==> src/design/ubrg_params.svh <==
`ifndef UBRG_PARAMS_SVH
`define UBRG_PARAMS_SVH

// Byte offsets on the register bus
`define UBRG_OFF_PRESCALE0   8'h00
`define UBRG_OFF_PRESCALE1   8'h04
`define UBRG_OFF_START       8'h08
`define UBRG_OFF_STOP        8'h0c
`define UBRG_OFF_MODE_BASE   8'h10
`define UBRG_OFF_DATA_BASE   8'h30
`define UBRG_OFF_STATUS      8'h50

// Field positions
`define UBRG_CLK_SRC_BIT     15
`define UBRG_DIV_MSB         15
`define UBRG_DIV_LSB         9
`define UBRG_FRAME_MSB       3
`define UBRG_FRAME_LSB       0
`define UBRG_LOW_FIELD_LSB   0
`define UBRG_HIGH_FIELD_LSB  4

// Reset values
`define UBRG_PRESCALE_RST    8'h00
`define UBRG_DIV_RST         7'h40
`define UBRG_FRAME_RST       4'ha
`define UBRG_CLK_SRC_RST     1'b0

// Prescaler
`define UBRG_PS_CNT_W        11
`define UBRG_TAP_COUNT       12
`define UBRG_TIMER_CODE      4'hf

`endif

==> src/design/ubrg_pkg.sv <==
package ubrg_pkg;
	typedef logic [6:0] ubrg_div_type;
	typedef logic [3:0] ubrg_code_type;
	typedef enum logic {
		UBRG_RX_IDLE,
		UBRG_RX_BUSY
	} ubrg_rx_state_type;
endpackage : ubrg_pkg

==> src/design/ubrg_prescale.sv <==
`timescale 1ns/10ps
`include "ubrg_params.svh"
module ubrg_prescale import ubrg_pkg::*; (
	input  wire logic       sys_clk,
	input  wire logic       rstn,
	input  wire logic       ce,
	input  wire logic [7:0] select,
	input  wire logic       timer_event,
	output logic            en_low,
	output logic            en_high
);
	logic [`UBRG_PS_CNT_W-1:0] cnt_r;
	logic [`UBRG_PS_CNT_W-1:0] cnt_nxt;

	// Code k gives one enable every 2^k system clocks; 12 to 14 give none
	function automatic logic tap_sel(ubrg_code_type code, logic [`UBRG_PS_CNT_W-1:0] cnt, logic tev);
		logic [`UBRG_TAP_COUNT-1:0] taps;
		logic [`UBRG_PS_CNT_W-1:0]  mask;
		taps = '0;
		mask = '0;
		taps[0] = 1'b1;
		for (int j = 1; j < `UBRG_TAP_COUNT; j++) begin
			mask[j-1] = 1'b1;
			taps[j] = &(cnt | ~mask);
		end
		if (code == `UBRG_TIMER_CODE)
			tap_sel = tev;
		else if (code < ubrg_code_type'(`UBRG_TAP_COUNT))
			tap_sel = taps[code];
		else
			tap_sel = 1'b0;
	endfunction : tap_sel

	always_comb begin
		cnt_nxt = cnt_r + `UBRG_PS_CNT_W'('h1);
	end

	always_ff @(posedge sys_clk or negedge rstn) begin
		if (!rstn)
			cnt_r <= '0;
		else if (ce)
			cnt_r <= cnt_nxt;
	end

	assign en_low  = tap_sel(select[`UBRG_LOW_FIELD_LSB +: 4], cnt_r, timer_event);
	assign en_high = tap_sel(select[`UBRG_HIGH_FIELD_LSB +: 4], cnt_r, timer_event);

	a_timer_route: assert property (@(posedge sys_clk) disable iff (!rstn)
		(select[3:0] == 4'hf) |-> (en_low == timer_event))
		else $error("timer code does not route timer event");
	a_reserved_code: assert property (@(posedge sys_clk) disable iff (!rstn)
		(select[7:4] inside {4'hc, 4'hd, 4'he}) |-> !en_high)
		else $error("prohibited code produced an enable");
	a_tap_spacing: assert property (@(posedge sys_clk) disable iff (!rstn)
		(ce && en_low && select[3:0] == 4'h2 && $stable(select)) |=> (ce && select[3:0] == 4'h2) |-> !en_low)
		else $error("divide by four tap fired on adjacent cycles");
	c_timer_clock: cover property (@(posedge sys_clk) disable iff (!rstn)
		select[7:4] == 4'hf && en_high);
endmodule : ubrg_prescale

==> src/design/ubrg_divider.sv <==
// Decided for this implementation: the Avalon-MM register port and the address map.
`timescale 1ns/10ps
`include "ubrg_params.svh"
module ubrg_divider import ubrg_pkg::*; (
	input  wire logic         sys_clk,
	input  wire logic         rstn,
	input  wire logic         ce,
	input  wire logic         op_en,
	input  wire logic         run,
	input  wire ubrg_div_type div,
	input  wire logic [3:0]   frame_len,
	input  wire logic         rxd,
	output logic              half_tick,
	output logic              bit_tick,
	output logic              rx_sample,
	output logic              rx_bit,
	output logic              rx_done,
	output logic              rx_err,
	output logic              rx_busy
);
	ubrg_div_type      tx_cnt_r, tx_cnt_nxt;
	logic              phase_r, phase_nxt;
	logic              half_r, half_nxt;
	logic              bit_r, bit_nxt;
	ubrg_rx_state_type state_r, state_nxt;
	ubrg_div_type      rx_cnt_r, rx_cnt_nxt;
	logic              rx_phase_r, rx_phase_nxt;
	logic [3:0]        nsamp_r, nsamp_nxt;
	logic              rx_prev_r, rx_prev_nxt;
	logic              samp_r, samp_nxt;
	logic              sbit_r, sbit_nxt;
	logic              done_r, done_nxt;
	logic              err_r, err_nxt;

	// Transmit-side rate: one half tick per div+1 operation clocks
	always_comb begin
		tx_cnt_nxt = tx_cnt_r;
		phase_nxt  = phase_r;
		half_nxt   = 1'b0;
		bit_nxt    = 1'b0;
		if (!run) begin
			tx_cnt_nxt = '0;
			phase_nxt  = 1'b0;
		end else if (op_en) begin
			if (tx_cnt_r == div) begin
				tx_cnt_nxt = '0;
				half_nxt   = 1'b1;
				phase_nxt  = ~phase_r;
				bit_nxt    = phase_r;
			end else
				tx_cnt_nxt = tx_cnt_r + 7'h01;
		end
	end

	always_ff @(posedge sys_clk or negedge rstn) begin
		if (!rstn) begin
			tx_cnt_r <= '0;
			phase_r  <= 1'b0;
			half_r   <= 1'b0;
			bit_r    <= 1'b0;
		end else if (ce) begin
			tx_cnt_r <= tx_cnt_nxt;
			phase_r  <= phase_nxt;
			half_r   <= half_nxt;
			bit_r    <= bit_nxt;
		end
	end

	// Receive timing: first reload lands mid start bit, then every second one
	always_comb begin
		state_nxt    = state_r;
		rx_cnt_nxt   = rx_cnt_r;
		rx_phase_nxt = rx_phase_r;
		nsamp_nxt    = nsamp_r;
		rx_prev_nxt  = rxd;
		samp_nxt     = 1'b0;
		sbit_nxt     = sbit_r;
		done_nxt     = 1'b0;
		err_nxt      = 1'b0;
		case (state_r)
			UBRG_RX_IDLE: begin
				if (run && rx_prev_r && !rxd) begin
					state_nxt    = UBRG_RX_BUSY;
					rx_cnt_nxt   = '0;
					rx_phase_nxt = 1'b0;
					nsamp_nxt    = '0;
				end
			end
			UBRG_RX_BUSY: begin
				if (!run)
					state_nxt = UBRG_RX_IDLE;
				else if (op_en) begin
					if (rx_cnt_r == div) begin
						rx_cnt_nxt   = '0;
						rx_phase_nxt = ~rx_phase_r;
						if (!rx_phase_r) begin
							samp_nxt  = 1'b1;
							sbit_nxt  = rxd;
							nsamp_nxt = nsamp_r + 4'h1;
							// A start bit gone high by mid-bit was a glitch
							if (nsamp_r == 4'h0 && rxd)
								state_nxt = UBRG_RX_IDLE;
							else if (nsamp_r + 4'h1 == frame_len) begin
								done_nxt  = 1'b1;
								err_nxt   = ~rxd;
								state_nxt = UBRG_RX_IDLE;
							end
						end
					end else
						rx_cnt_nxt = rx_cnt_r + 7'h01;
				end
			end
			default: state_nxt = UBRG_RX_IDLE;
		endcase
	end

	always_ff @(posedge sys_clk or negedge rstn) begin
		if (!rstn) begin
			state_r    <= UBRG_RX_IDLE;
			rx_cnt_r   <= '0;
			rx_phase_r <= 1'b0;
			nsamp_r    <= '0;
			rx_prev_r  <= 1'b1;
			samp_r     <= 1'b0;
			sbit_r     <= 1'b1;
			done_r     <= 1'b0;
			err_r      <= 1'b0;
		end else if (ce) begin
			state_r    <= state_nxt;
			rx_cnt_r   <= rx_cnt_nxt;
			rx_phase_r <= rx_phase_nxt;
			nsamp_r    <= nsamp_nxt;
			rx_prev_r  <= rx_prev_nxt;
			samp_r     <= samp_nxt;
			sbit_r     <= sbit_nxt;
			done_r     <= done_nxt;
			err_r      <= err_nxt;
		end
	end

	assign half_tick = half_r;
	assign bit_tick  = bit_r;
	assign rx_sample = samp_r;
	assign rx_bit    = sbit_r;
	assign rx_done   = done_r;
	assign rx_err    = err_r;
	assign rx_busy   = (state_r == UBRG_RX_BUSY);

	// Helper: operation clocks seen since the previous half tick
	logic [7:0]   en_cnt_r;
	logic         en_ok_r;
	ubrg_div_type div_q_r;
	always_ff @(posedge sys_clk or negedge rstn) begin
		if (!rstn) begin
			en_cnt_r <= '0;
			en_ok_r  <= 1'b0;
			div_q_r  <= '0;
		end else if (ce) begin
			div_q_r <= div;
			if (!run) begin
				en_cnt_r <= '0;
				en_ok_r  <= 1'b1;
			end else begin
				if (div != div_q_r)
					en_ok_r <= 1'b0;
				else if (half_r)
					en_ok_r <= 1'b1;
				if (half_r)
					en_cnt_r <= op_en ? 8'h01 : 8'h00;
				else if (op_en)
					en_cnt_r <= en_cnt_r + 8'h01;
			end
		end
	end

	a_half_period: assert property (@(posedge sys_clk) disable iff (!rstn)
		(half_r && en_ok_r && div == div_q_r) |-> (en_cnt_r == {1'b0, div} + 8'h01))
		else $error("half tick spacing differs from divider plus one");
	a_bit_two_halves: assert property (@(posedge sys_clk) disable iff (!rstn)
		bit_r |-> (half_r && !phase_r))
		else $error("bit tick without closing half tick");
	a_rx_restart: assert property (@(posedge sys_clk) disable iff (!rstn)
		(ce && run && state_r == UBRG_RX_IDLE && rx_prev_r && !rxd) |=> (rx_busy && rx_cnt_r == 7'h00 && nsamp_r == 4'h0))
		else $error("start edge did not restart receive timing");
	a_frame_count: assert property (@(posedge sys_clk) disable iff (!rstn)
		done_r |-> (samp_r && nsamp_r == frame_len && !rx_busy))
		else $error("frame ended at wrong sample count");
	c_half_tick: cover property (@(posedge sys_clk) disable iff (!rstn) half_r ##[1:300] bit_r);
	c_frame_done: cover property (@(posedge sys_clk) disable iff (!rstn) done_r && !err_r);
endmodule : ubrg_divider

==> src/design/ubrg_top.sv <==
`timescale 1ns/10ps
`include "ubrg_params.svh"
module ubrg_top import ubrg_pkg::*; (
	input  wire logic        sys_clk,
	input  wire logic        rstn,
	input  wire logic        ce,
	input  wire logic [7:0]  avs_address,
	input  wire logic        avs_read,
	input  wire logic        avs_write,
	input  wire logic [31:0] avs_writedata,
	input  wire logic [3:0]  avs_byteenable,
	output logic [31:0]      avs_readdata,
	output logic             avs_waitrequest,
	input  wire logic        timer2_event,
	input  wire logic        timer3_event,
	input  wire logic [7:0]  rxd,
	output logic [7:0]       half_tick,
	output logic [7:0]       bit_tick,
	output logic [7:0]       rx_sample,
	output logic [7:0]       rx_bit,
	output logic [7:0]       rx_frame_done,
	output logic [7:0]       rx_frame_err
);
	logic [1:0][7:0]   ps_r, ps_nxt;
	logic [7:0]        clk_src_r, clk_src_nxt;
	logic [7:0][3:0]   frame_r, frame_nxt;
	ubrg_div_type [7:0] div_r, div_nxt;
	logic [7:0]        run_r, run_nxt;
	logic              ack_r, ack_nxt;
	logic [31:0]       rdata_r, rdata_nxt;
	logic [31:0]       rd_val;
	logic              wr_take;
	logic [3:0]        mode_hit, data_hit;
	logic [1:0]        en_low, en_high;
	logic [1:0]        tev;
	logic [7:0]        op_en;
	logic [7:0]        rx_busy;

	// Returns {hit, channel} for an eight-word register block at base
	function automatic logic [3:0] chan_hit(logic [7:0] addr, logic [7:0] base);
		logic [7:0] rel;
		rel = addr - base;
		chan_hit = {(addr >= base) && (rel < 8'h20) && (rel[1:0] == 2'b00), rel[4:2]};
	endfunction : chan_hit

	assign mode_hit = chan_hit(avs_address, `UBRG_OFF_MODE_BASE);
	assign data_hit = chan_hit(avs_address, `UBRG_OFF_DATA_BASE);
	// Accept on the second cycle so that read data always comes from a flop
	assign wr_take  = avs_write && ack_r;

	always_comb begin
		rd_val = 32'h0000_0000;
		if (avs_address == `UBRG_OFF_PRESCALE0)
			rd_val[7:0] = ps_r[0];
		else if (avs_address == `UBRG_OFF_PRESCALE1)
			rd_val[7:0] = ps_r[1];
		else if (avs_address == `UBRG_OFF_STATUS)
			rd_val[15:0] = {rx_busy, run_r};
		else if (mode_hit[3]) begin
			rd_val[`UBRG_CLK_SRC_BIT] = clk_src_r[mode_hit[2:0]];
			rd_val[`UBRG_FRAME_MSB:`UBRG_FRAME_LSB] = frame_r[mode_hit[2:0]];
		end else if (data_hit[3])
			rd_val[`UBRG_DIV_MSB:`UBRG_DIV_LSB] = div_r[data_hit[2:0]];
	end

	always_comb begin
		ps_nxt      = ps_r;
		clk_src_nxt = clk_src_r;
		frame_nxt   = frame_r;
		div_nxt     = div_r;
		run_nxt     = run_r;
		ack_nxt     = (avs_read || avs_write) && !ack_r;
		rdata_nxt   = rdata_r;
		if (avs_read && !ack_r)
			rdata_nxt = rd_val;
		if (wr_take) begin
			if (avs_address == `UBRG_OFF_PRESCALE0 && avs_byteenable[0])
				ps_nxt[0] = avs_writedata[7:0];
			else if (avs_address == `UBRG_OFF_PRESCALE1 && avs_byteenable[0])
				ps_nxt[1] = avs_writedata[7:0];
			else if (avs_address == `UBRG_OFF_START && avs_byteenable[0])
				run_nxt = run_r | avs_writedata[7:0];
			else if (avs_address == `UBRG_OFF_STOP && avs_byteenable[0])
				run_nxt = run_r & ~avs_writedata[7:0];
			else if (mode_hit[3]) begin
				if (avs_byteenable[1])
					clk_src_nxt[mode_hit[2:0]] = avs_writedata[`UBRG_CLK_SRC_BIT];
				if (avs_byteenable[0])
					frame_nxt[mode_hit[2:0]] = avs_writedata[`UBRG_FRAME_MSB:`UBRG_FRAME_LSB];
			end else if (data_hit[3] && avs_byteenable[1])
				div_nxt[data_hit[2:0]] = avs_writedata[`UBRG_DIV_MSB:`UBRG_DIV_LSB];
		end
	end

	always_ff @(posedge sys_clk or negedge rstn) begin
		if (!rstn) begin
			ps_r      <= {2{`UBRG_PRESCALE_RST}};
			clk_src_r <= {8{`UBRG_CLK_SRC_RST}};
			frame_r   <= {8{`UBRG_FRAME_RST}};
			div_r     <= {8{`UBRG_DIV_RST}};
			run_r     <= 8'h00;
			ack_r     <= 1'b0;
			rdata_r   <= 32'h0000_0000;
		end else if (ce) begin
			ps_r      <= ps_nxt;
			clk_src_r <= clk_src_nxt;
			frame_r   <= frame_nxt;
			div_r     <= div_nxt;
			run_r     <= run_nxt;
			ack_r     <= ack_nxt;
			rdata_r   <= rdata_nxt;
		end
	end

	assign avs_waitrequest = (avs_read || avs_write) && !ack_r;
	assign avs_readdata    = rdata_r;
	assign tev             = {timer3_event, timer2_event};

	genvar u, c;
	generate
		for (u = 0; u < 2; u++) begin : g_unit
			ubrg_prescale u_prescale (
				.sys_clk     (sys_clk),
				.rstn        (rstn),
				.ce          (ce),
				.select      (ps_r[u]),
				.timer_event (tev[u]),
				.en_low      (en_low[u]),
				.en_high     (en_high[u])
			);
		end
		for (c = 0; c < 8; c++) begin : g_chan
			// Channels 0-3 sit on unit 0, channels 4-7 on unit 1
			assign op_en[c] = clk_src_r[c] ? en_high[c/4] : en_low[c/4];
			ubrg_divider u_divider (
				.sys_clk   (sys_clk),
				.rstn      (rstn),
				.ce        (ce),
				.op_en     (op_en[c]),
				.run       (run_r[c]),
				.div       (div_r[c]),
				.frame_len (frame_r[c]),
				.rxd       (rxd[c]),
				.half_tick (half_tick[c]),
				.bit_tick  (bit_tick[c]),
				.rx_sample (rx_sample[c]),
				.rx_bit    (rx_bit[c]),
				.rx_done   (rx_frame_done[c]),
				.rx_err    (rx_frame_err[c]),
				.rx_busy   (rx_busy[c])
			);
		end
	endgenerate

	a_wait_one_cycle: assert property (@(posedge sys_clk) disable iff (!rstn)
		(ce && avs_waitrequest) |=> !avs_waitrequest)
		else $error("waitrequest held beyond one enabled cycle");
	a_stop_clears_run: assert property (@(posedge sys_clk) disable iff (!rstn)
		(ce && wr_take && avs_address == `UBRG_OFF_STOP && avs_byteenable[0])
		|=> ((run_r & $past(avs_writedata[7:0])) == 8'h00))
		else $error("stop write left a channel running");
	a_src_high_field: assert property (@(posedge sys_clk) disable iff (!rstn)
		(clk_src_r[0] && ps_r[0][7:4] == 4'hf) |-> (op_en[0] == timer2_event))
		else $error("channel 0 high field not routed to timer event");
	c_div_write: cover property (@(posedge sys_clk) disable iff (!rstn)
		wr_take && data_hit[3] ##[1:20] run_r[0]);
endmodule : ubrg_top

==> config.mk <==
export PLATFORM = sky130hd
export DESIGN_NAME = ubrg_top
export DESIGN_NICKNAME = d
export VERILOG_FILES = /design/src/design/ubrg_pkg.sv /design/src/design/ubrg_prescale.sv /design/src/design/ubrg_divider.sv /design/src/design/ubrg_top.sv
export VERILOG_INCLUDE_DIRS = /design/src /design/src/design
export SDC_FILE = /design/constraint.sdc
export NUM_CORES = 1
export LEC_CHECK = 0
export BUFFER_PORTS_ARGS = -buffer_cell sky130_fd_sc_hd__buf_2
export CORE_ASPECT_RATIO = 1.5
export CORE_MARGIN = 2
export CORE_UTILIZATION = 56
export CTS_CLUSTER_SIZE = 20
export DETAILED_ROUTE_END_ITERATION = 12
export PLACE_DENSITY_LB_ADDON = 0.15
export RECOVER_POWER = 25
export SLEW_MARGIN = 20
export SYNTH_ARGS = -nofsm -noshare
export SYNTH_HDL_FRONTEND = slang
export SYNTH_HIERARCHICAL = 1
export SYNTH_SLANG_ARGS = --single-unit
==> constraint.sdc <==
create_clock -name sys_clk -period 3.9 [get_ports sys_clk]
set_input_delay 0.195 -clock sys_clk [delete_from_list [all_inputs] [get_ports sys_clk]]
set_output_delay 0.195 -clock sys_clk [all_outputs]
set_load 0.02 [all_outputs]
== After elaboration in Yosys (flattened, before gate mapping) ==
Index checks and enable logic that the tools add are counted.
Word-level totals
  bits in registers: 383
  bits in latches: 0
  memory bits (writable): 0
  bits in read-only memories: 0
  bits of input ports: 59
  output and inout port bits: 81
  word-level logic and storage cells: 927
  memories kept: 0
Operators by class
  add/subtract/negate cells: 28
  $mul: 0
  div/mod/pow operators: 0
  $lt $le $gt $ge: 16
  eq/ne operators: 88
  shifts and indexed selects: 0
  muxes and demuxes: 492
  bitwise operators: 40
  reduce and logical (&&, ||, !) cells: 135
Operators with widths (number)
  7-bit 2-to-1 mux: 60
  1-bit 2-to-1 mux: 335
  4-bit 2-to-1 mux: 44
  7-bit by 1-bit adder with 7-bit output, second input constant: 16
  7-bit == test: 16
  7-bit case mux with 2 select lines: 8
  6-bit AND reduction: 18
  2-bit by 1-bit inequality test with 1-bit output, second input constant: 32
  4-bit case mux with 2 select lines: 8
  56-bit bitwise mux: 1
  5-bit AND reduction: 11
  8-bit 2-to-1 mux: 6
  2-bit inequality test, second input constant: 24
  4-bit AND reduction: 11
  8-bit AND reduction: 5
  1-bit logical AND: 38
  1-bit NOT: 37
  3-bit AND reduction: 11
  4-bit by 1-bit adder with 4-bit output, second input constant: 8
  32-bit bitwise mux: 1
  4-bit == test: 8
  4-bit zero test: 8
  1-bit case mux with 2 select lines: 16
  11-bit by 1-bit adder with 11-bit output, second input constant: 2
  other kinds (36): 75

== Logic depth before layout (Yosys ltp) ==
Gate-level depths: netlist of run 1.
  word-level depth: 9
  gate-level depth with buffers: 15
  mapped depth without buffers: 14

== Cells and area by module ==
Netlist of run 1, hierarchy kept.
By module, submodules not included
  ubrg_top: times used 1, cells an instance 498, area an instance 6802.8 µm², sequential area each 3458.3 µm²
  ubrg_divider at g_chan[1].u_divider ...: times used 4, cells an instance 168, area an instance 1642.8 µm², sequential area each 703.2 µm²
  ubrg_divider at g_chan[5].u_divider ...: times used 3, cells an instance 170, area an instance 1655.3 µm², sequential area each 703.2 µm²
  ubrg_divider at g_chan[0].u_divider: times used 1, cells an instance 191, area an instance 1796.7 µm², sequential area each 703.2 µm²
  ubrg_prescale: times used 2, cells an instance 83, area an instance 774.5 µm², sequential area each 275.3 µm²

== Worst setup path before layout of run 1 ==
OpenSTA, ideal clock, no wires.
  kind: flip-flop to flip-flop
  start: register g_unit[1].u_prescale.cnt_r[0]
  end: register g_chan[6].u_divider.rx_cnt_r[0]
  library setup time: 0.125 ns
  arrival: 3.186 ns
  data required time: 3.775 ns
  setup slack: 0.590 ns
  cell stages (with the launch flop): 15
  buffers on the path: 1
  clock period less this slack: 3.310 ns
  cells stage by stage: dfrtp_1 -> ha_1 -> nand4_4 -> nor2_1 -> ha_1 -> nand2_1 -> o31ai_1 -> a221oi_1 -> o22ai_1 -> mux2_2 -> and2_1 -> o211ai_1 -> clkbuf_1 -> nor2_1 -> mux2_2
On the way
  word-level cells in the longest chain between the ends: 8
  elaborated cells between the ends (all ways): 21
  classes of those cells: eq/ne (1); mux (9); reduce/logical (11)
Ends and longest elaborated chain
  start, declared: RTL line ubrg_prescale.sv:12  | logic [`UBRG_PS_CNT_W-1:0] cnt_r;
  start signal, assigned: RTL line ubrg_prescale.sv:42  | cnt_r <= cnt_nxt;
  11-bit AND reduction, or another cell as far along: RTL line ubrg_prescale.sv:24  | taps[j] = &(cnt | ~mask);
  1-bit binary-select mux with 4-bit select (*): RTL line ubrg_prescale.sv:29  | tap_sel = taps[code];
  1-bit 2-to-1 mux (implied by the code) (*): RTL line ubrg_prescale.sv:29
  1-bit 2-to-1 mux (*): RTL line ubrg_prescale.sv:28  | else if (code < ubrg_code_type'(`UBRG_TAP_COUNT))
  1-bit 2-to-1 mux (*): RTL line ubrg_prescale.sv:26  | if (code == `UBRG_TIMER_CODE)
  via en_high[1]: RTL line ubrg_top.sv:34  | logic [1:0] en_low, en_high;
  1-bit 2-to-1 mux (*): RTL line ubrg_top.sv:134  | assign op_en[c] = clk_src_r[c] ? en_high[c/4] : en_low[c/4];
  via op_en[6]: RTL line ubrg_top.sv:36  | logic [7:0] op_en;
  2-bit by 1-bit inequality test with 1-bit output (no line) (*)
  4-bit AND reduction (no line) (*)
  end signal, assigned: RTL line ubrg_divider.sv:130  | rx_cnt_r <= rx_cnt_nxt;
  end, declared: RTL line ubrg_divider.sv:26  | ubrg_div_type rx_cnt_r, rx_cnt_nxt;
The timed path passes the listed nets; every way through them passes the cells marked *. The select of a mux whose other input is x is not followed.
A chain may end at the register's enable or synchronous reset.

== Worst setup path after layout of run 1 ==
  start: register g_unit[0].u_prescale.cnt_r[0]
  end: register g_chan[0].u_divider.rx_phase_r
On the way
  word-level cells in the longest chain between the ends: 8
  elaborated cells between the ends (all ways): 21
  classes of those cells: eq/ne (1); mux (9); reduce/logical (11)
Ends and longest elaborated chain
  start, declared: RTL line ubrg_prescale.sv:12
  start signal, assigned: RTL line ubrg_prescale.sv:42
  11-bit AND reduction, or another cell as far along: RTL line ubrg_prescale.sv:24
  1-bit binary-select mux with 4-bit select (*): RTL line ubrg_prescale.sv:29
  1-bit 2-to-1 mux (implied by the code) (*): RTL line ubrg_prescale.sv:29
  1-bit 2-to-1 mux (*): RTL line ubrg_prescale.sv:28
  1-bit 2-to-1 mux (*): RTL line ubrg_prescale.sv:26
  via en_low[0]: RTL line ubrg_top.sv:34
  1-bit 2-to-1 mux (*): RTL line ubrg_top.sv:134
  via op_en[0]: RTL line ubrg_top.sv:36
  2-bit by 1-bit inequality test with 1-bit output (no line) (*)
  5-bit AND reduction (no line) (*)
  end signal, assigned: RTL line ubrg_divider.sv:131  | rx_phase_r <= rx_phase_nxt;
  end, declared: RTL line ubrg_divider.sv:27  | logic rx_phase_r, rx_phase_nxt;
Marks and branches as above.

==> impl_results.md, run 1 <==
- Status: finished with violations
- Failing checks: capacitance limit, slew limit
- Clk pwr share: between 40% and 50%
- Ports: between 100 and 150
- Syn Inst Count: 2,037
- Reg2reg setup slack: roughly 300 ps
- Crit path max fanout: 8
- Worst-Margin Slew: around 2900 ps
- Hold Path Depth: 3
- Comb power frac: between 8 and 9%
- Clk buf depth: 3
- Setup TNS: 0 ps
- Via count: 16,670
- FF-to-FF path depth: 13
- Die Ht: about 250 microns
- Grt ovf: 0
- Min Tclk post-route: ~3600 ps
- Avg Synthesized Cell Area: 10.65 sq um
- Min-Delay Path Class: input pin to register
- Yosys reg bits: ~380
- Fin. Hold Viols: 0
- Detailed Routing Iterations Pass 1: 7
- Synth warn: 6
- Worst Hold Launch: avs_address[7]
- Residual DRC: 0
- Leakage: around 11 nW
- Area Growth Syn to Fin: 11.49%
- H-tree Lvls: 2
- Max Slew Vio Count: about 130
- Die area: 40,350 sq um
- Ys async rst share: 100.0%
- Core area: 38,320 sq um
- Max-Cap Viols: 2
- Rel. slew slack: -90.50%
- Vias in the first global route: between 15,000 and 20,000
- Top cells by area, synth: dfrtp_1 40%, mux2_2 8.3%, xor2_1 5.1%
- Clock skew: 33.91 ps
- Number of synthesized flops with an enable pin: 0
- Max Fclk: about 0.28 GHz
- Via density: slightly above 6
- CP required: around 4400 ps
- Initial antenna violation count: 4
- Share of the synthesized area in the top cell type: about two fifths
- Initial Utilization: a little under three fifths
- I/O Buffers: ~100
- Unique masters post-synth: 91
- Chip width: approximately 160 microns
- Main synth FF type: dfrtp_1
- Startpoint types: register
- Number of CTS-inserted buffers: 39
- Reg2reg start: g_unit[0].u_prescale/cnt_r[0]
- RSZ-0062 raised after global routing: false
- Non-Filler Instances: about 2,700
- Clk sink count: 383
- Clock Tree Root: clkbuf_16
- Critical path class: register to register
- PwrDens: about 370 nW/um^2
- Psw: around 2.3 mW
- DP Cell Count: about 2,600
- Register area share after synthesis: between 40 and 50%
- Worst Path Arrival: a little over 4000 ps
- VDD IR-drop max: between 0.4 and 0.5 mV
- Reg clk slew, reported paths: 60 ps
- WL final: roughly 56,000 microns
- Setup violators final: 0
- GRT Total Usage: 28.18%
- Mapped cell area: approximately 22,000 sq um
- Sequential share of power: roughly 48%
- Final period util: 92.29%
- Share of layout cells above drive strength 1: between 20% and 30%
- First-pass GRT wire length: 89,800 microns
- Reg-to-Reg End: g_chan[0].u_divider/rx_phase_r
- Worst hold endpoint: avs_readdata[8]
- RePlAce Congestion: approximately 0.91
- Worst-skew pair later-pin latency: 560 ps
- Post-detail-place hpwl: between 40,000 and 50,000 microns
- Largest net degree at the start of global routing: about 110
- 1st-iter DRT viols: 1,392
- Routed Antenna Nets: 0
- Site row count: 88
- CP endpoint kind: register
- Internal: slightly below 7 mW
- Nets: 2,258
- Dominant cell type by area after synthesis: dfrtp_1
- CTS tree: built
- Switching share of total power: 25.10%
- DR WL/cell: 20.80 microns
stage by stage:
step / hold slack, ps / power (mW) / util (%) / setup slack [ps] / cell area [sq um]
4_1_cts: 30.12 / 9.064 / 63.21 / 232.7 / 24220
2_1_floorplan: -100.6 / 4.820 / - / 589.6 / 21740
3_3_place_gp: 304.2 / 5.110 / 59.35 / 262.2 / 22740
5_1_grt: 62.07 / 9.316 / 63.10 / 55.66 / 24180
6_report: 35.48 / 8.985 / 63.10 / 300.8 / 24180
3_5_place_dp: 303.5 / 5.135 / 59.35 / 215.7 / 22740
what timing repair did:
action	in CTS	in global routing
buffers inserted	0	0
hold endpoints to repair	126	0
hold buffers	13	0
resized for setup	0	2
setup endpoints to repair	0	9
critical path, stage by stage (launching register included):
cell and delay [ps]:
dfrtp_1 440, ha_1 330, nand4_4 180, nor2_1 150, ha_1 180, nand2_1 60, o31ai_1 90, a221oi_1 120
nor2_1 460, mux2_2 380, nand2_1 160, a211oi_1 270, or4b_2 610, o31ai_1 90
sequential cells by signal, indices dropped and copies added (netlist names), 16 cells and up, named ones only:
register                   cells
div_r                         56
g_chan.u_divider/rx_cnt_r     56
g_chan.u_divider/tx_cnt_r     56
frame_r                       32
g_chan.u_divider/nsamp_r      32
g_unit.u_prescale/cnt_r       22
avs_readdata                  16
ps_r                          16
cell families (layout without fill, tap and decap cells):
kind of cell / Yosys count / count (layout) / share of synthesized area (%)
and+or+nand+nor: 632 / 632 / 16.25
DFF: 383 / 383 / 44.43
AOI/OAI and AO/OA: 374 / 374 / 12.56
muxes: 212 / 212 / 12.16
xor gates and xnor gates: 209 / 209 / 8.441
buffers and inverters: 182 / 314 / 3.606
adders and majority gates: 44 / 44 / 2.539
other: 1 / 20 / 0.01729
routing by layer:
layer	share of wire [%]	global-route usage [%]	vias to the layer above
met1	40	35.38	8397
met4	3.9	11.66	0
met2	51	49.20	481
met3	4.6	3.177	105
met5	0	0	-
li1	-	-	7687
power by group through the flow:
stage | registers, mW | clock network (mW) | logic (mW)
2_1_floorplan | 4.34 | 0 | 0.479
3_3_place_gp | 4.37 | 0 | 0.742
3_5_place_dp | 4.38 | 0 | 0.759
4_1_cts | 4.31 | 3.99 | 0.771
5_1_grt | 4.33 | 4.14 | 0.850
6_report | 4.31 | 3.91 | 0.762
synth_stat cells (10+ instances only):
| master | number |
|---|---|
| dfrtp_1 | 343 |
| nand2_1 | 168 |
| mux2_2 | 159 |
| xor2_1 | 126 |
| inv_1 | 104 |
| nor2_1 | 84 |
| xnor2_1 | 83 |
| o21ai_0 | 75 |
| nand3_1 | 69 |
| a21oi_1 | 61 |
| nand4_1 | 46 |
| ha_1 | 44 |
| clkbuf_1 | 43 |
| nor3_1 | 41 |
| dfstp_2 | 40 |
| nor4_1 | 31 |
| o22ai_1 | 31 |
| and3_1 | 29 |
| mux2i_1 | 25 |
| mux4_2 | 24 |
| o211ai_1 | 19 |
| a22oi_1 | 17 |
| buf_4 | 17 |
| nor2b_1 | 17 |
| or4_1 | 17 |
| a211oi_1 | 16 |
| a21o_1 | 15 |
| a22o_1 | 15 |
| and2_1 | 15 |
| nand2b_1 | 15 |
| a221oi_1 | 13 |
| a32o_1 | 11 |
| a211o_1 | 10 |
| nor2_2 | 10 |
| o211a_1 | 10 |
| o31ai_1 | 10 |
placed cells by master, fill, tap and decap left out, drive strengths merged, types with 19 or more instances in the layout:
master,instances
nand4,52
nand3,69
clkbuf,92
buf,89
xnor2,83
nand2,168
a21oi,61
mux2,163
mux4,24
dfrtp,343
nor3,48
o21ai,81
dfstp,40
o22ai,31
xor2,126
nor4,32
mux2i,25
inv,106
nor2,98
or4,21
o211ai,19
and3,34
ha,44
how the worst max path moves through the flow:
stage | from | end | slack (ps) | cells after the start
floorplan | g_unit[1].u_prescale/cnt_r[0] | g_chan[6].u_divider/rx_cnt_r[0] | 590 | 14
global placement | g_unit[1].u_prescale/cnt_r[0] | g_chan[7].u_divider/rx_cnt_r[5] | 260 | 15
detailed placement | g_unit[1].u_prescale/cnt_r[0] | g_chan[5].u_divider/rx_cnt_r[5] | 220 | 15
CTS | g_unit[1].u_prescale/cnt_r[0] | g_chan[5].u_divider/rx_cnt_r[5] | 230 | 15
global route | g_unit[0].u_prescale/cnt_r[0] | g_chan[0].u_divider/rx_phase_r | 60 | 13
finish | g_unit[0].u_prescale/cnt_r[0] | g_chan[0].u_divider/rx_phase_r | 300 | 13
layout make-up:
type | count | area (sq um)
clock buffer | 55 | 1157
timing repair buffer | 139 | 825.8
sequential | 383 | 9634
multi-input combinational | 1487 | 11340
inverter | 105 | 394.1
clock inverter | 15 | 192.7
antenna | 4 | 10.01
tap | 495 | 619.3
fill | 3101 | 14140
(Power assumes the default switching activity.)
==> run 2: changes to the inputs <==
--- a/config.mk
+++ b/config.mk
@@ -8,7 +8,6 @@
 export LEC_CHECK = 0
 export BUFFER_PORTS_ARGS = -buffer_cell sky130_fd_sc_hd__buf_2
 export CORE_ASPECT_RATIO = 1.5
-export CORE_MARGIN = 2
 export CORE_UTILIZATION = 56
 export CTS_CLUSTER_SIZE = 20
 export DETAILED_ROUTE_END_ITERATION = 12
==> constraint.sdc (replaced) <==
create_clock -name sys_clk -period 4.43 [get_ports sys_clk]
set_input_delay 0.2215 -clock sys_clk [delete_from_list [all_inputs] [get_ports sys_clk]]
set_output_delay 0.2215 -clock sys_clk [all_outputs]
set_load 0.02 [all_outputs]
==> run 2 against run 1 <==
Net effect:
- the flow still finishes with violations (capacitance limit, slew limit)
- clock skew is 15 ps lower
- die area is 2.0% lower
- sequential share of layout area is 0.12 points higher
- power is 10% lower
- critical path type unchanged
- routed wire length is 0.85% higher
- sequential cell count stayed put
- critical path depth is 2 higher
- highest routed layer is now met5
- global-route usage is 0.70 points higher
==> impl_results.md, run 2 (synthesis gave the netlist of run 1 again) <==
- Nets: 2,252
- Site row count: between 80 and 90
- Max-Cap Viols: 2
- Leakage: 11.04 nW
- Crit path max fanout: 17
- GRT Total Usage: between 20% and 30%
- Die area: 39,530 sq um
- Max Slew Vio Count: approximately 130
- Final period util: around nine tenths
- Min Tclk post-route: 3953 ps
- Chip width: about 160 microns
- Rel. slew slack: -75.10%
- Largest net degree at the start of global routing: 106
- Core area: ~38,000 sq um
- Clk sink count: around 380
- Most common cell after layout, fill and taps aside: dfrtp_1
- Fin. Hold Viols: 0
- Via density: roughly 6.2
- Clock skew: ~19 ps
- RePlAce Congestion: 0.9337
- Detailed Routing Iterations Pass 1: 5
- Post-cts resize count: 0
- Startpoint types: register
- Internal: about 6 mW
- H-tree Lvls: 2
- I/O Buffers: 104
- Clock Tree Root: clkbuf_16
- Final Util: between 60% and 70%
- Min-Delay Path Class: input pin to register
- Initial antenna violation count: 4
- Setup violators final: 0
- RSZ-0062 raised after global routing: false
- Initial Utilization: about 57%
- Share of layout cells above drive strength 1: about a fifth
- Clk buf depth: 3
- Max Fclk: between 0.2 and 0.3 GHz
- Psw: about 2.0 mW
- WL final: between 50,000 and 60,000 microns
- Ports: 140
- CP required: 4910 ps
- 1st-iter DRT viols: between 1,000 and 1,500
- Routed Antenna Nets: 0
- Grt ovf: 0
- Worst-skew pair later-pin latency: around 550 ps
- Overall power: 8.060 mW
- Hold slack: about 52 ps
- Die Ht: ~240 microns
- DR WL/cell: 21.07 microns
- Vias in the first global route: approximately 17,000
- Critical path class: register to register
- Number of CTS-inserted buffers: 39
- VDD IR-drop max: 0.2837 mV
- Worst Path Arrival: 4430 ps
- Setup TNS: 0 ps
- Reg clk slew, reported paths: 70 ps
- Status: finished with violations
- Clk pwr share: roughly 45%
- Commonest non-fill, non-tap cells in the layout: 343 x dfrtp_1, 168 x nand2_1, 159 x mux2_2
- Comb power frac: under 10%
- Top flop regs: div_r x56, g_chan.u_divider/rx_cnt_r x56, g_chan.u_divider/tx_cnt_r x56
- Post-detail-place hpwl: around 41,000 microns
- Sequential share of power: between 40% and 50%
- Switching share of total power: approximately a quarter
- Area Growth Syn to Fin: 11.16%
- Via count: 16,690
- CP endpoint kind: register
- Residual DRC: 0
- Setup Fix Bufs, Post-CTS: 0
- PwrDens: roughly 330 nW/um^2
- Worst-Margin Slew: about 2600 ps
- CTS tree: built
- Failing checks: capacitance limit, slew limit
- First-pass GRT wire length: approximately 90,000 microns
-- run 2: changes by cell type in the layout (fill, tap and decap cells not counted), moves of 2 or more --
| cell | delta |
|---|---|
| bufinv_16 | +3 |
| clkbuf_1 | +22 |
| o22ai_2 | -2 |
| buf_12 | -2 |
| clkinvlp_4 | +2 |
| buf_2 | -25 |
| clkbuf_8 | -6 |
| buf_4 | -3 |
| clkinv_2 | +2 |
| o22ai_1 | +2 |
-- run 2: path summary, 6_finish.rpt --
| path | slack, ps | cells past startpoint | from | to |
|---|---|---|---|---|
| setup / recovery | 480 | 15 | g_unit[1].u_prescale/cnt_r[0] | g_chan[7].u_divider/rx_cnt_r[6] |
| hold / removal | 50 | 2 | avs_writedata[9] | div_r[21] |
| setup reg to reg | 480 | 15 | g_unit[1].u_prescale/cnt_r[0] | g_chan[7].u_divider/rx_cnt_r[6] |
| hold reg to reg | 480 | 1 | g_unit[1].u_prescale/cnt_r[10] | g_unit[1].u_prescale/cnt_r[10] |
| max in group asynchronous | 1450 | 3 | rstn | g_chan[0].u_divider/tx_cnt_r[2] |
| min in group asynchronous | 1050 | 2 | rstn | g_unit[0].u_prescale/cnt_r[0] |
-- run 2: worst max-delay path: stages (launching register included) --
cell and delay [ps]:
dfrtp_1 450, ha_1 350, nand4_4 180, nor2_1 140, ha_1 170, nand2_1 50
o31ai_1 80, a221oi_1 130, o22ai_1 590, mux2_2 380, and2_1 170, o211ai_1 140
buf_4 300, or4_1 520, a21oi_1 150, a21o_1 110
-- run 2: area by class of cell --
class / count / area, sq um
repair buffers: 133 / 729.5
diodes: 3 / 7.507
well taps: 489 / 611.8
flip-flops and latches: 383 / 9634
multi-input cells: 1487 / 11330
inverters: 105 / 394.1
fillers: 3046 / 13770
clock inverters: 22 / 302.8
clock buffers: 49 / 1096
-- run 2: power by group through the flow --
| stage | registers [mW] | logic, mW | clock network [mW] |
|---|---|---|---|
| floorplan | 3.82 | 0.422 | 0 |
| global placement | 3.85 | 0.648 | 0 |
| detailed placement | 3.85 | 0.670 | 0 |
| CTS | 3.79 | 0.684 | 3.66 |
| global route | 3.81 | 0.743 | 3.80 |
| finish | 3.79 | 0.673 | 3.59 |
-- run 2: per-layer routing --
metal / up-vias / global-route usage (%) / wire [microns]
li1: 7662 / - / -
met1: 8407 / 34.89 / 22100
met2: 497 / 51.18 / 29140
met3: 121 / 4.152 / 2793
met4: 4 / 11.63 / 2208
met5: - / 0 / 16
-- run 2: repair_timing --
item                                    4_1_cts  5_1_grt
endpoints found under the setup margin        0        0
endpoints found under the hold margin       119        0
hold buffers                                 13        0
-- run 2: metrics by stage --
step,area [sq um],std cells,setup WS (ps)
2_1_floorplan,21740,2052,1120
3_3_place_gp,22660,2584,668.9
6_report,24110,2671,477.0
5_1_grt,24110,2671,247.8
3_5_place_dp,22660,2584,556.0
4_1_cts,24190,2668,547.1
